[src/aisr_pkg.sv]
// constants, types and reset table for the analog input scaling and routing block
// Summary of operation
// - each general input is multiplied by its scale setting over 1000, setting 0..1999
// - each analog output multiplies its source value by its scale setting over 1000
// - speed reference input is multiplied by speed scale over 1000 before routing
// - scale spans 0.001 to 1.999; a setting of zero forces zero
// - a new destination setting only takes effect at the next drive reset
// - each general input writes its scaled value to its destination parameter
// - scaled speed reference goes to its destination, default speed reference one
// - speed reference destination may name any readable and writable parameter
// - each analog output takes its value from its source parameter, 0..1999
// - source and destination codes are menu times 100 plus parameter number
// - general inputs are 10-bit bipolar and shown within plus or minus 1000
// - speed reference input is 12-bit bipolar and shown within plus or minus 1000
// - speed reference comes from terminal or encoder; encoder has its own scale
// - line voltage and heatsink temperature are read-only, 0..1000, degrees Celsius
// - speed terminal is voltage or current loop with four milliamp ranges
// - with 4 mA offset range, current below 3.5 mA trips loop open
package aisr_pkg;

   localparam int                 SET_W     = 11;
   localparam int                 VAL_W     = 12;
   localparam int                 SCALE_DIV = 1000;
   localparam logic [10:0]        SET_MAX   = 11'h7CF;
   localparam logic signed [11:0] VAL_LIM   = 12'sh3E8;
   localparam logic [9:0]         MON_LIM   = 10'h3E8;

   // parameter codes of the block (menu 7)
   localparam logic [10:0] IDX_GP_FIRST  = 11'h2BD;
   localparam logic [10:0] IDX_SPEED_IN  = 11'h2C1;
   localparam logic [10:0] IDX_LINE_V    = 11'h2C2;
   localparam logic [10:0] IDX_HEAT_T    = 11'h2C3;
   localparam logic [10:0] IDX_CFG_FIRST = 11'h2C4;
   localparam logic [10:0] IDX_CFG_LAST  = 11'h2D4;
   localparam logic [10:0] IDX_ENC_SEL   = 11'h2D5;
   localparam logic [10:0] IDX_CUR_SEL   = 11'h2D6;
   localparam logic [10:0] IDX_LOOP_INV  = 11'h2D7;
   localparam logic [10:0] IDX_LOOP_OFS  = 11'h2D8;

   // existing parameter space used to qualify routing codes
   localparam int MENU_FIRST = 1;
   localparam int MENU_LAST  = 19;
   localparam int PAR_FIRST  = 1;
   localparam int PAR_LAST   = 50;

   // slots of the setting array
   localparam int NCFG      = 17;
   localparam int CFG_SRC   = 0;
   localparam int CFG_TGT   = 3;
   localparam int CFG_SCL   = 8;
   localparam int CFG_DSCL  = 13;
   localparam int CFG_ENC   = 16;
   localparam int NROUTE    = 5;
   localparam int NDAC      = 3;

   localparam logic [NCFG-1:0][10:0] CFG_RST = {
      11'h1A3,                                   // encoder scale 419
      11'h3E8, 11'h3E8, 11'h3E8,                 // output scales
      11'h3E8, 11'h3E8, 11'h3E8, 11'h3E8, 11'h3E8, // input scales
      11'h075, 11'h198, 11'h078, 11'h077, 11'h13E, // targets
      11'h130, 11'h12E, 11'h0C9};                // sources
   localparam logic CUR_SEL_RST  = 1'b0;
   localparam logic ENC_SEL_RST  = 1'b0;
   localparam logic LOOP_INV_RST = 1'b0;
   localparam logic LOOP_OFS_RST = 1'b1;

   // current loop: full 20 mA is 2048 counts
   localparam int                 RAW_SHIFT_GP  = 9;
   localparam int                 RAW_SHIFT_SPD = 11;
   localparam logic        [11:0] LOOP_4MA      = 12'h19A;
   localparam logic        [11:0] LOOP_3P5MA    = 12'h166;
   localparam logic        [11:0] LOOP_SPAN_MUL = 12'h271;
   localparam int                 LOOP_SPAN_SH  = 10;

   typedef enum logic [3:0] {
      SEQ_IDLE  = 4'b0001,
      SEQ_ROUTE = 4'b0010,
      SEQ_FETCH = 4'b0100,
      SEQ_LOAD  = 4'b1000
   } aisr_seq_e;

   typedef struct packed {
      logic [3:0][9:0] gp_raw;
      logic [11:0]     spd_raw;
      logic [11:0]     enc_rate;
      logic [9:0]      line_raw;
      logic [9:0]      heat_raw;
      logic            drive_reset;
   } aisr_pins_s;

   typedef struct packed {
      logic        [10:0] sel;
      logic               wr;
      logic signed [11:0] wdata;
   } aisr_par_req_s;

   typedef struct packed {
      logic               valid;
      logic        [10:0] index;
      logic signed [11:0] value;
   } aisr_route_s;

endpackage : aisr_pkg

[src/aisr_scale.sv]
// value times setting over 1000, truncated toward zero and saturated
module aisr_scale #(
   parameter logic signed [11:0] LIMIT = aisr_pkg::VAL_LIM
) (
   input  wire logic signed [11:0] value,
   input  wire logic        [10:0] setting,
   output logic signed      [11:0] result
);
   import aisr_pkg::*;

   logic signed [23:0] prod;
   logic signed [23:0] quot;

   if (LIMIT <= 0) begin
      $error("aisr_scale: limit must be positive");
   end

   always_comb begin
      prod = 24'(value) * $signed({13'h0000, setting});
      quot = prod / 24'sd1000;                          // signed division truncates toward zero
      if (quot > 24'(LIMIT))
         result = LIMIT;
      else if (quot < -24'(LIMIT))
         result = -LIMIT;
      else
         result = quot[11:0];
   end

endmodule : aisr_scale

[src/aisr_loop.sv]
// speed terminal conditioning: voltage or one of four current loop ranges
module aisr_loop (
   input  wire logic signed [11:0] raw,
   input  wire logic               cur_sel,
   input  wire logic               loop_inv,
   input  wire logic               loop_ofs,
   output logic signed      [11:0] value,
   output logic                    loop_low
);
   import aisr_pkg::*;

   logic        [11:0] mag;
   logic        [11:0] above;
   logic        [23:0] span;
   logic        [21:0] full;
   logic        [10:0] unipolar;

   always_comb begin
      mag      = raw[11] ? 12'h000 : raw;
      above    = (mag > LOOP_4MA) ? mag - LOOP_4MA : 12'h000;
      span     = {12'h000, above} * {12'h000, LOOP_SPAN_MUL};
      full     = {10'h000, mag} * 22'd1000;
      unipolar = loop_ofs ? 11'(span >> LOOP_SPAN_SH) : 11'(full >> RAW_SHIFT_SPD);
      if (unipolar > 11'(MON_LIM))
         unipolar = 11'(MON_LIM);
      if (!cur_sel)
         value = 12'((22'(raw) * 22'sd1000) >>> RAW_SHIFT_SPD);
      else if (loop_inv)
         value = 12'(MON_LIM) - {1'b0, unipolar};
      else
         value = {1'b0, unipolar};
      loop_low = cur_sel && loop_ofs && (mag < LOOP_3P5MA);
   end

endmodule : aisr_loop

[src/aisr_top.sv]
// analog input scaling, routing, output sourcing and monitors
module aisr_top #(
   parameter int SCAN_DIV = 40
) (
   input  wire logic                     clock,
   input  wire logic                     reset,
   input  wire aisr_pkg::aisr_pins_s     pins,
   input  wire aisr_pkg::aisr_par_req_s  par_req,
   output logic                   [11:0] par_rdata,
   output logic                          par_hit,
   output aisr_pkg::aisr_route_s         route,
   output logic                   [10:0] src_index,
   input  wire logic signed       [11:0] src_value,
   output logic signed  [2:0][11:0]      dac_data,
   output logic                          loop_trip
);
   import aisr_pkg::*;

   typedef struct packed {
      aisr_pins_s                   sy1;
      aisr_pins_s                   sy2;
      logic        [NCFG-1:0][10:0] cfg;
      logic      [NROUTE-1:0][10:0] act_tgt;
      logic                         enc_sel;
      logic                         cur_sel;
      logic                         loop_inv;
      logic                         loop_ofs;
      logic                         drst_old;
      logic                         trip;
      aisr_seq_e                    st;
      logic                   [2:0] ch;
      logic                  [15:0] div;
      logic      [NDAC-1:0][11:0]   dac;
      aisr_route_s                  route;
      logic                  [10:0] src_idx;
      logic                  [11:0] rdata;
      logic                         hit;
   } aisr_state_s;

   if (SCAN_DIV < 1 || SCAN_DIV > 65536) begin
      $error("aisr_top: SCAN_DIV out of range");
   end

   ////////////////////////////////////////////////////////////////////////////////
   // helpers

   function automatic logic param_exists(input logic [10:0] code);
      int menu;
      int par;
      menu = int'(code) / 100;
      par  = int'(code) % 100;
      return menu >= MENU_FIRST && menu <= MENU_LAST && par >= PAR_FIRST && par <= PAR_LAST;
   endfunction : param_exists

   function automatic logic signed [11:0] to_disp(input logic signed [11:0] raw, input int sh);
      logic signed [21:0] p;
      p = 22'(raw) * 22'sd1000;
      return 12'(p >>> sh);
   endfunction : to_disp

   function automatic logic [9:0] clamp_mon(input logic [9:0] raw);
      return (raw > MON_LIM) ? MON_LIM : raw;
   endfunction : clamp_mon

   ////////////////////////////////////////////////////////////////////////////////
   // combinational view of the synchronised inputs

   aisr_state_s        s_q;
   aisr_state_s        s_d;
   logic signed [3:0][11:0] gp_val;
   logic signed [11:0] term_val;
   logic signed [11:0] enc_val;
   logic signed [11:0] spd_val;
   logic               loop_low;
   logic signed [11:0] sc_value;
   logic        [10:0] sc_set;
   logic signed [11:0] sc_result;
   logic               tick;
   logic               drst_edge;
   logic        [10:0] off;
   logic               wr_ok;

   always_comb begin
      for (int i = 0; i < 4; i++) begin
         gp_val[i] = to_disp(12'($signed(s_q.sy2.gp_raw[i])), RAW_SHIFT_GP);
      end
   end

   aisr_loop u_loop (
      .raw      ($signed(s_q.sy2.spd_raw)),
      .cur_sel  (s_q.cur_sel),
      .loop_inv (s_q.loop_inv),
      .loop_ofs (s_q.loop_ofs),
      .value    (term_val),
      .loop_low (loop_low)
   );

   // encoder rate has its own scale ahead of the shared one
   aisr_scale u_enc_scale (
      .value   ($signed(s_q.sy2.enc_rate)),
      .setting (s_q.cfg[CFG_ENC]),
      .result  (enc_val)
   );

   assign spd_val = s_q.enc_sel ? enc_val : term_val;

   ////////////////////////////////////////////////////////////////////////////////
   // one shared multiplier serves every channel in turn, trading speed for area

   always_comb begin
      sc_value = 12'sh000;
      sc_set   = 11'h000;
      if (s_q.st == SEQ_ROUTE) begin
         if (s_q.ch < 3'(4)) begin
            sc_value = gp_val[s_q.ch[1:0]];
            sc_set   = s_q.cfg[CFG_SCL + int'(s_q.ch)];
         end else begin
            sc_value = spd_val;
            sc_set   = s_q.cfg[CFG_SCL + 4];
         end
      end else if (s_q.st == SEQ_LOAD) begin
         sc_value = param_exists(s_q.src_idx) ? src_value : 12'sh000;
         sc_set   = s_q.cfg[CFG_DSCL + int'(s_q.ch)];
      end
   end

   aisr_scale u_scale (
      .value   (sc_value),
      .setting (sc_set),
      .result  (sc_result)
   );

   ////////////////////////////////////////////////////////////////////////////////
   // next state

   always_comb begin
      s_d        = s_q;
      s_d.sy1    = pins;
      s_d.sy2    = s_q.sy1;
      s_d.drst_old = s_q.sy2.drive_reset;
      drst_edge  = s_q.sy2.drive_reset && !s_q.drst_old;
      tick       = (s_q.div == 16'(SCAN_DIV - 1));
      s_d.div    = tick ? 16'h0000 : s_q.div + 16'h0001;
      s_d.route.valid = 1'b0;
      off        = par_req.sel - IDX_CFG_FIRST;
      wr_ok      = par_req.wr && !par_req.wdata[11] && (11'(par_req.wdata) <= SET_MAX);

      // parameter writes; monitors are read-only and ignore writes
      if (par_req.wr) begin
         if (par_req.sel >= IDX_CFG_FIRST && par_req.sel <= IDX_CFG_LAST && wr_ok) begin
            s_d.cfg[off[4:0]] = 11'(par_req.wdata);
         end
         if (par_req.wdata == 12'sh000 || par_req.wdata == 12'sh001) begin
            unique case (par_req.sel)
               IDX_ENC_SEL:  s_d.enc_sel  = par_req.wdata[0];
               IDX_CUR_SEL:  s_d.cur_sel  = par_req.wdata[0];
               IDX_LOOP_INV: s_d.loop_inv = par_req.wdata[0];
               IDX_LOOP_OFS: s_d.loop_ofs = par_req.wdata[0];
               default: ;
            endcase
         end
      end

      // parameter reads
      s_d.hit   = 1'b1;
      s_d.rdata = 12'h000;
      if (par_req.sel >= IDX_GP_FIRST && par_req.sel < IDX_SPEED_IN) begin
         s_d.rdata = gp_val[2'(par_req.sel - IDX_GP_FIRST)];
      end else if (par_req.sel == IDX_SPEED_IN) begin
         s_d.rdata = spd_val;
      end else if (par_req.sel == IDX_LINE_V) begin
         s_d.rdata = {2'b00, clamp_mon(s_q.sy2.line_raw)};
      end else if (par_req.sel == IDX_HEAT_T) begin
         s_d.rdata = {2'b00, clamp_mon(s_q.sy2.heat_raw)};
      end else if (par_req.sel >= IDX_CFG_FIRST && par_req.sel <= IDX_CFG_LAST) begin
         s_d.rdata = {1'b0, s_q.cfg[off[4:0]]};
      end else if (par_req.sel == IDX_ENC_SEL) begin
         s_d.rdata = {11'h000, s_q.enc_sel};
      end else if (par_req.sel == IDX_CUR_SEL) begin
         s_d.rdata = {11'h000, s_q.cur_sel};
      end else if (par_req.sel == IDX_LOOP_INV) begin
         s_d.rdata = {11'h000, s_q.loop_inv};
      end else if (par_req.sel == IDX_LOOP_OFS) begin
         s_d.rdata = {11'h000, s_q.loop_ofs};
      end else begin
         s_d.hit   = 1'b0;
      end

      // routing is latched only on a drive reset, so an edit cannot misroute mid-run
      if (drst_edge) begin
         for (int i = 0; i < NROUTE; i++) begin
            s_d.act_tgt[i] = s_q.cfg[CFG_TGT + i];
         end
      end

      // loop-open trip is sticky; a new low reading beats the clearing reset
      if (drst_edge) begin
         s_d.trip = 1'b0;
      end
      if (loop_low) begin
         s_d.trip = 1'b1;
      end

      // scan sequencer
      unique case (s_q.st)
         SEQ_IDLE: begin
            if (tick) begin
               s_d.st = SEQ_ROUTE;
               s_d.ch = 3'h0;
            end
         end
         SEQ_ROUTE: begin
            s_d.route.index = s_q.act_tgt[s_q.ch];
            s_d.route.value = sc_result;
            s_d.route.valid = param_exists(s_q.act_tgt[s_q.ch]);
            if (s_q.ch == 3'(NROUTE - 1)) begin
               s_d.st      = SEQ_FETCH;
               s_d.ch      = 3'h0;
               s_d.src_idx = s_q.cfg[CFG_SRC];
            end else begin
               s_d.ch = s_q.ch + 3'h1;
            end
         end
         SEQ_FETCH: begin
            s_d.st = SEQ_LOAD;                                  // source value settles
         end
         SEQ_LOAD: begin
            s_d.dac[s_q.ch] = sc_result;
            if (s_q.ch == 3'(NDAC - 1)) begin
               s_d.st = SEQ_IDLE;
            end else begin
               s_d.ch      = s_q.ch + 3'h1;
               s_d.src_idx = s_q.cfg[CFG_SRC + int'(s_q.ch) + 1];
               s_d.st      = SEQ_FETCH;
            end
         end
         default: begin
            s_d.st = SEQ_IDLE;
         end
      endcase
   end

   ////////////////////////////////////////////////////////////////////////////////
   // state register

   always_ff @(posedge clock or posedge reset) begin
      if (reset) begin
         s_q          <= '0;
         s_q.cfg      <= CFG_RST;
         for (int i = 0; i < NROUTE; i++) begin
            s_q.act_tgt[i] <= CFG_RST[CFG_TGT + i];
         end
         s_q.enc_sel  <= ENC_SEL_RST;
         s_q.cur_sel  <= CUR_SEL_RST;
         s_q.loop_inv <= LOOP_INV_RST;
         s_q.loop_ofs <= LOOP_OFS_RST;
         s_q.st       <= SEQ_IDLE;
      end else begin
         s_q <= s_d;
      end
   end

   ////////////////////////////////////////////////////////////////////////////////
   // outputs

   assign par_rdata = s_q.rdata;
   assign par_hit   = s_q.hit;
   assign route     = s_q.route;
   assign src_index = s_q.src_idx;
   assign dac_data  = s_q.dac;
   assign loop_trip = s_q.trip;

endmodule : aisr_top

[config.mk]
export PLATFORM = sky130hd
export DESIGN_NAME = aisr_top
export DESIGN_NICKNAME = d
export VERILOG_FILES = /design/src/aisr_pkg.sv /design/src/aisr_scale.sv /design/src/aisr_loop.sv /design/src/aisr_top.sv
export SDC_FILE = /design/constraint.sdc
export NUM_CORES = 2
export LEC_CHECK = 0
export ABC_AREA = 0
export BUFFER_PORTS_ARGS = -buffer_cell sky130_fd_sc_hd__buf_2
export CAP_MARGIN = 20
export CORE_MARGIN = 2
export CORE_UTILIZATION = 55
export DETAILED_ROUTE_END_ITERATION = 7
export GPL_TIMING_DRIVEN = 0
export PLACE_DENSITY = 0.72
export SLEW_MARGIN = 30
export SYNTH_ARGS = -nofsm -noshare
export SYNTH_HDL_FRONTEND = slang
export SYNTH_SLANG_ARGS = --single-unit
[constraint.sdc]
create_clock -name clock -period 72.5 [get_ports clock]
set_clock_uncertainty 0.2 [all_clocks]
set_input_delay 3.625 -clock clock [delete_from_list [all_inputs] [get_ports clock]]
set_output_delay 3.625 -clock clock [all_outputs]
set_load 0.02 [all_outputs]
==> metrics.txt <==
design internal power 0.000692 W; overall overflow remaining after global route 0; worst reg2reg path depth about 140; setup TNS 0 ns; number of nets in the layout slightly above 7000; capture point of the critical path dac_data[2]; Hold Path Class reg2reg; final standard cell area without fillers between 60000 and 70000 um^2; relative contribution of the clock network to total power between 20 and 30%; area of combinational cells with multiple inputs 40600 um^2; Setup Viol. Count Final 0; count of non-filler cells in the finished layout between 7000 and 8000; post-route minimum period 41.85 ns; crit path max-delay cell type sky130_fd_sc_hd__a2111oi_0; yosys warns 0; starting DRC count in detailed routing between 4000 and 5000; Worst setup EP type flop; hold path startpoint s_d[426]; WP data required 72.86 ns; mux cell area share after synthesis between 10% and 20%; CTS clk-pin slew, worst paths 0.06 ns; Routed Wire Length about 170 mm; max incr delay on CP ~0.82 ns; Post-Synthesis Cell Area just under 60000 um^2; Worst Setup Path Type reg2reg; combinational power share between 40% and 50%; area taken by flip-flops and latches between 10000 and 15000 um^2; number of placement rows 119; residual DRC count 0; root buf cell sky130_fd_sc_hd__clkbuf_16; reg-to-reg startpoint s_q[347]; first-pass GRT wire length between 200 and 300 mm; clock buffers created by TritonCTS 57; main combinational cell family by area after synthesis adder cells; largest net degree at the start of global routing around 100; reported leakage power roughly 29 nW; status complete, no violations; Final period util 57.7%; switching part of the total power a little under two fifths; aggregate global-route resource usage just over 30%; signal arrival time at the worst endpoint 42.21 ns; via density per instance around 6.1; CTS tree yes; number of sinks handled by clock tree synthesis roughly 530; final-report hold violation count 0; dpl cell area about 61000 um^2; Slew HR approximately 28%; ratio of total power to cell area 17.7 nW/um^2; Seq pwr share around 28%; worst-path maximum fanout 10; CP startpoint kind flop; maximum vdd drop 0.0271 mV; transition time of the tightest slew-check pin approximately 1.1 ns; Port Buf Inserts a little under 200; standard cell core area 105000 um^2; fin. max-slew vios 0; synthesized area divided by synthesized cell count between 9 and 10 um^2; unique cell type count in the Yosys netlist around 140; count of placed standard cells including taps approximately 7500; clock insertion delay at the later pin of the skew report approximately 0.71 ns; most frequently used flop master after synthesis sky130_fd_sc_hd__dfrtp_1; number of flops mapped to enable cells by yosys 0; H-tree level count 2; area fraction in compound gates after synthesis between 10% and 20%; overall via count from detail_route 46700; first-pass iteration count of the detailed router 6; net switching power of the design between 0.0004 and 0.0005 W; Final ANT Viol Nets 0; I/O pin count 208; cell repeated most along the worst path sky130_fd_sc_hd__a21oi_1; total nets after synthesis 6963; overall die area around 110000 um^2; Die Span X between 300 and 400 um; setup repair after global routing missed its margin false; post_cts resized 0; Detailed Place HPWL ~130 mm; sequential area share after synthesis ~23%; buffers inserted by post-CTS timing repair 0; fillers 8751; total of flip-flops plus latches after synthesis 525; cts-stage hold buffer count 0; initial antenna violation count 10; Syn Inst Count approximately 5900; max frequency ~24 MHz; share of synthesized cell area in and, or, nand and nor gates ~12%; buffers from clock root to sink, at most 3; Layout area overhead 8.84%; Crit Reg-Reg Endpoint dac_data[2]; die height 329 um; starting density of the core 55.2%; FF-to-FF setup slack 30.65 ns; average routed wire per standard cell 21.8 um; number of global-route vias before repair ~46000; share of final-layout standard cells stronger than drive strength 1 between 15 and 20%; startpoint of the most critical setup path s_q[347]; xor and xnor fraction of the mapped netlist area 4.49%; Final Wtd Congestion ~1.0; adder and majority cell fraction of the synthesized area 26.5%; number of max-cap violations 0; Async SR Flop Fraction 100%
## synth_stat cells (14+ instances only)
cell / count / area share [%]
sky130_fd_sc_hd__inv_1: 668 / 4.3
sky130_fd_sc_hd__nand2_1: 545 / 3.5
sky130_fd_sc_hd__fa_1: 482 / 17
sky130_fd_sc_hd__ha_1: 443 / 9.6
sky130_fd_sc_hd__dfrtp_1: 408 / 18
sky130_fd_sc_hd__nor2_1: 373 / 2.4
sky130_fd_sc_hd__mux2_2: 276 / 5.4
sky130_fd_sc_hd__a21oi_1: 234 / 2.0
sky130_fd_sc_hd__xnor2_1: 204 / 3.1
sky130_fd_sc_hd__clkbuf_1: 181 / 1.2
sky130_fd_sc_hd__o21ai_0: 177 / 1.5
sky130_fd_sc_hd__mux4_2: 147 / 5.7
sky130_fd_sc_hd__nor3_1: 136 / 1.2
sky130_fd_sc_hd__dfstp_2: 117 / 5.3
sky130_fd_sc_hd__and2_1: 104 / 1.1
sky130_fd_sc_hd__buf_4: 87 / 1.1
sky130_fd_sc_hd__xor2_1: 82 / 1.2
sky130_fd_sc_hd__o21a_1: 80 / 1.0
sky130_fd_sc_hd__nand3_1: 76 / 0.66
sky130_fd_sc_hd__a31oi_1: 68 / 0.73
sky130_fd_sc_hd__mux2i_1: 61 / 1.1
sky130_fd_sc_hd__o21ai_1: 61 / 0.53
sky130_fd_sc_hd__o211ai_1: 45 / 0.58
sky130_fd_sc_hd__nand2b_1: 41 / 0.44
sky130_fd_sc_hd__a211oi_1: 39 / 0.51
sky130_fd_sc_hd__and3_1: 38 / 0.41
sky130_fd_sc_hd__a21o_1: 34 / 0.44
sky130_fd_sc_hd__nand4_1: 30 / 0.32
sky130_fd_sc_hd__nor2b_1: 30 / 0.32
sky130_fd_sc_hd__o31ai_1: 30 / 0.39
sky130_fd_sc_hd__buf_1: 28 / 0.18
sky130_fd_sc_hd__a22oi_1: 25 / 0.32
sky130_fd_sc_hd__or3_1: 25 / 0.27
sky130_fd_sc_hd__nor4_1: 24 / 0.26
sky130_fd_sc_hd__o22ai_1: 23 / 0.25
sky130_fd_sc_hd__buf_2: 22 / 0.19
sky130_fd_sc_hd__or2_2: 20 / 0.22
sky130_fd_sc_hd__a221oi_1: 19 / 0.29
sky130_fd_sc_hd__a221o_1: 17 / 0.29
sky130_fd_sc_hd__o21bai_1: 17 / 0.22
sky130_fd_sc_hd__maj3_1: 14 / 0.24
## power groups by stage
stage | clock network, W | logic [W] | registers, W
3_5_place_dp | 0 | 0.000470 | 0.000312
2_1_floorplan | 0 | 0.000344 | 0.000309
6_report | 0.000328 | 0.000480 | 0.000307
3_3_place_gp | 0 | 0.000457 | 0.000312
4_1_cts | 0.000333 | 0.000475 | 0.000307
5_1_grt | 0.000345 | 0.000535 | 0.000308
## registers in the layout (all words and copies together) (netlist names)
signal     cells
src_index     11
dac_data      36
par_hit        1
route         24
s_d           86
par_rdata     12
loop_trip      1
s_q          354
## worst max-delay path: cells and delay by family, from the launching register on
kind,cells,cell delay [ns]
simple gates,26,6.30
buf+inv,20,3.66
flops,1,0.56
mux,7,2.24
xor+xnor,7,2.02
compound gates,64,20.19
fa+ha+maj,13,6.47
## cell type report
class                   count  area share (%)
flip-flops and latches    525            21.1
inverters                 670            4.00
well taps                1391            2.76
multi-input cells        4398            64.4
diodes                      2         0.00793
clock inverters            27           0.742
repair buffers            210            1.86
clock buffers              80            2.62
plain buffers             322            2.56
## cells by family after synthesis
kind of cell,count (synthesis)
AND/OR/NAND/NOR,1521
AO/OA/AOI/OAI,1156
buffers and inverters,992
adder cells (fa/ha/maj),939
flip-flops,525
multiplexers,490
XOR/XNOR,292
## cells in the final DEF, fill, tap and decap left out, types with 179 or more instances in the layout
cell                       count
sky130_fd_sc_hd__a21oi_1     234
sky130_fd_sc_hd__buf_2       227
sky130_fd_sc_hd__clkbuf_1    179
sky130_fd_sc_hd__dfrtp_1     408
sky130_fd_sc_hd__fa_1        482
sky130_fd_sc_hd__ha_1        443
sky130_fd_sc_hd__inv_1       667
sky130_fd_sc_hd__mux2_2      276
sky130_fd_sc_hd__nand2_1     545
sky130_fd_sc_hd__nor2_1      373
sky130_fd_sc_hd__xnor2_1     204
## worst min-delay path by stage
| stage | slack, ns | cells after the start | end |
|---|---|---|---|
| global placement | 0.13 | 0 | s_q[436] |
| detailed placement | 0.13 | 0 | s_q[360] |
| floorplan | 0.13 | 0 | s_d[108] |
| finish | 0.12 | 0 | s_q[426] |
| global route | 0.13 | 0 | s_q[426] |
| CTS | 0.12 | 0 | s_q[358] |
## through the flow
stage	hold slack [ns]	utilization (%)	setup WS [ns]	power (W)
4_1_cts	0.123	60.1	31.72	0.00112
6_report	0.120	60.1	30.65	0.00112
3_3_place_gp	0.131	57.8	32.15	0.000769
3_5_place_dp	0.135	58.1	31.81	0.000782
2_1_floorplan	0.131	-	38.95	0.000654
5_1_grt	0.135	60.1	27.88	0.00119
## routing by layer
layer | global-route usage, % | vias up | part of all wire, %
li1 | - | 21200 | -
met1 | 44.1 | 23100 | 43
met2 | 46.4 | 2068 | 43
met3 | 5.89 | 348 | 9.3
met4 | 11.5 | 4 | 4.1
met5 | 0 | - | 0.013
No activity file was read; power rests on OpenSTA's default activity.
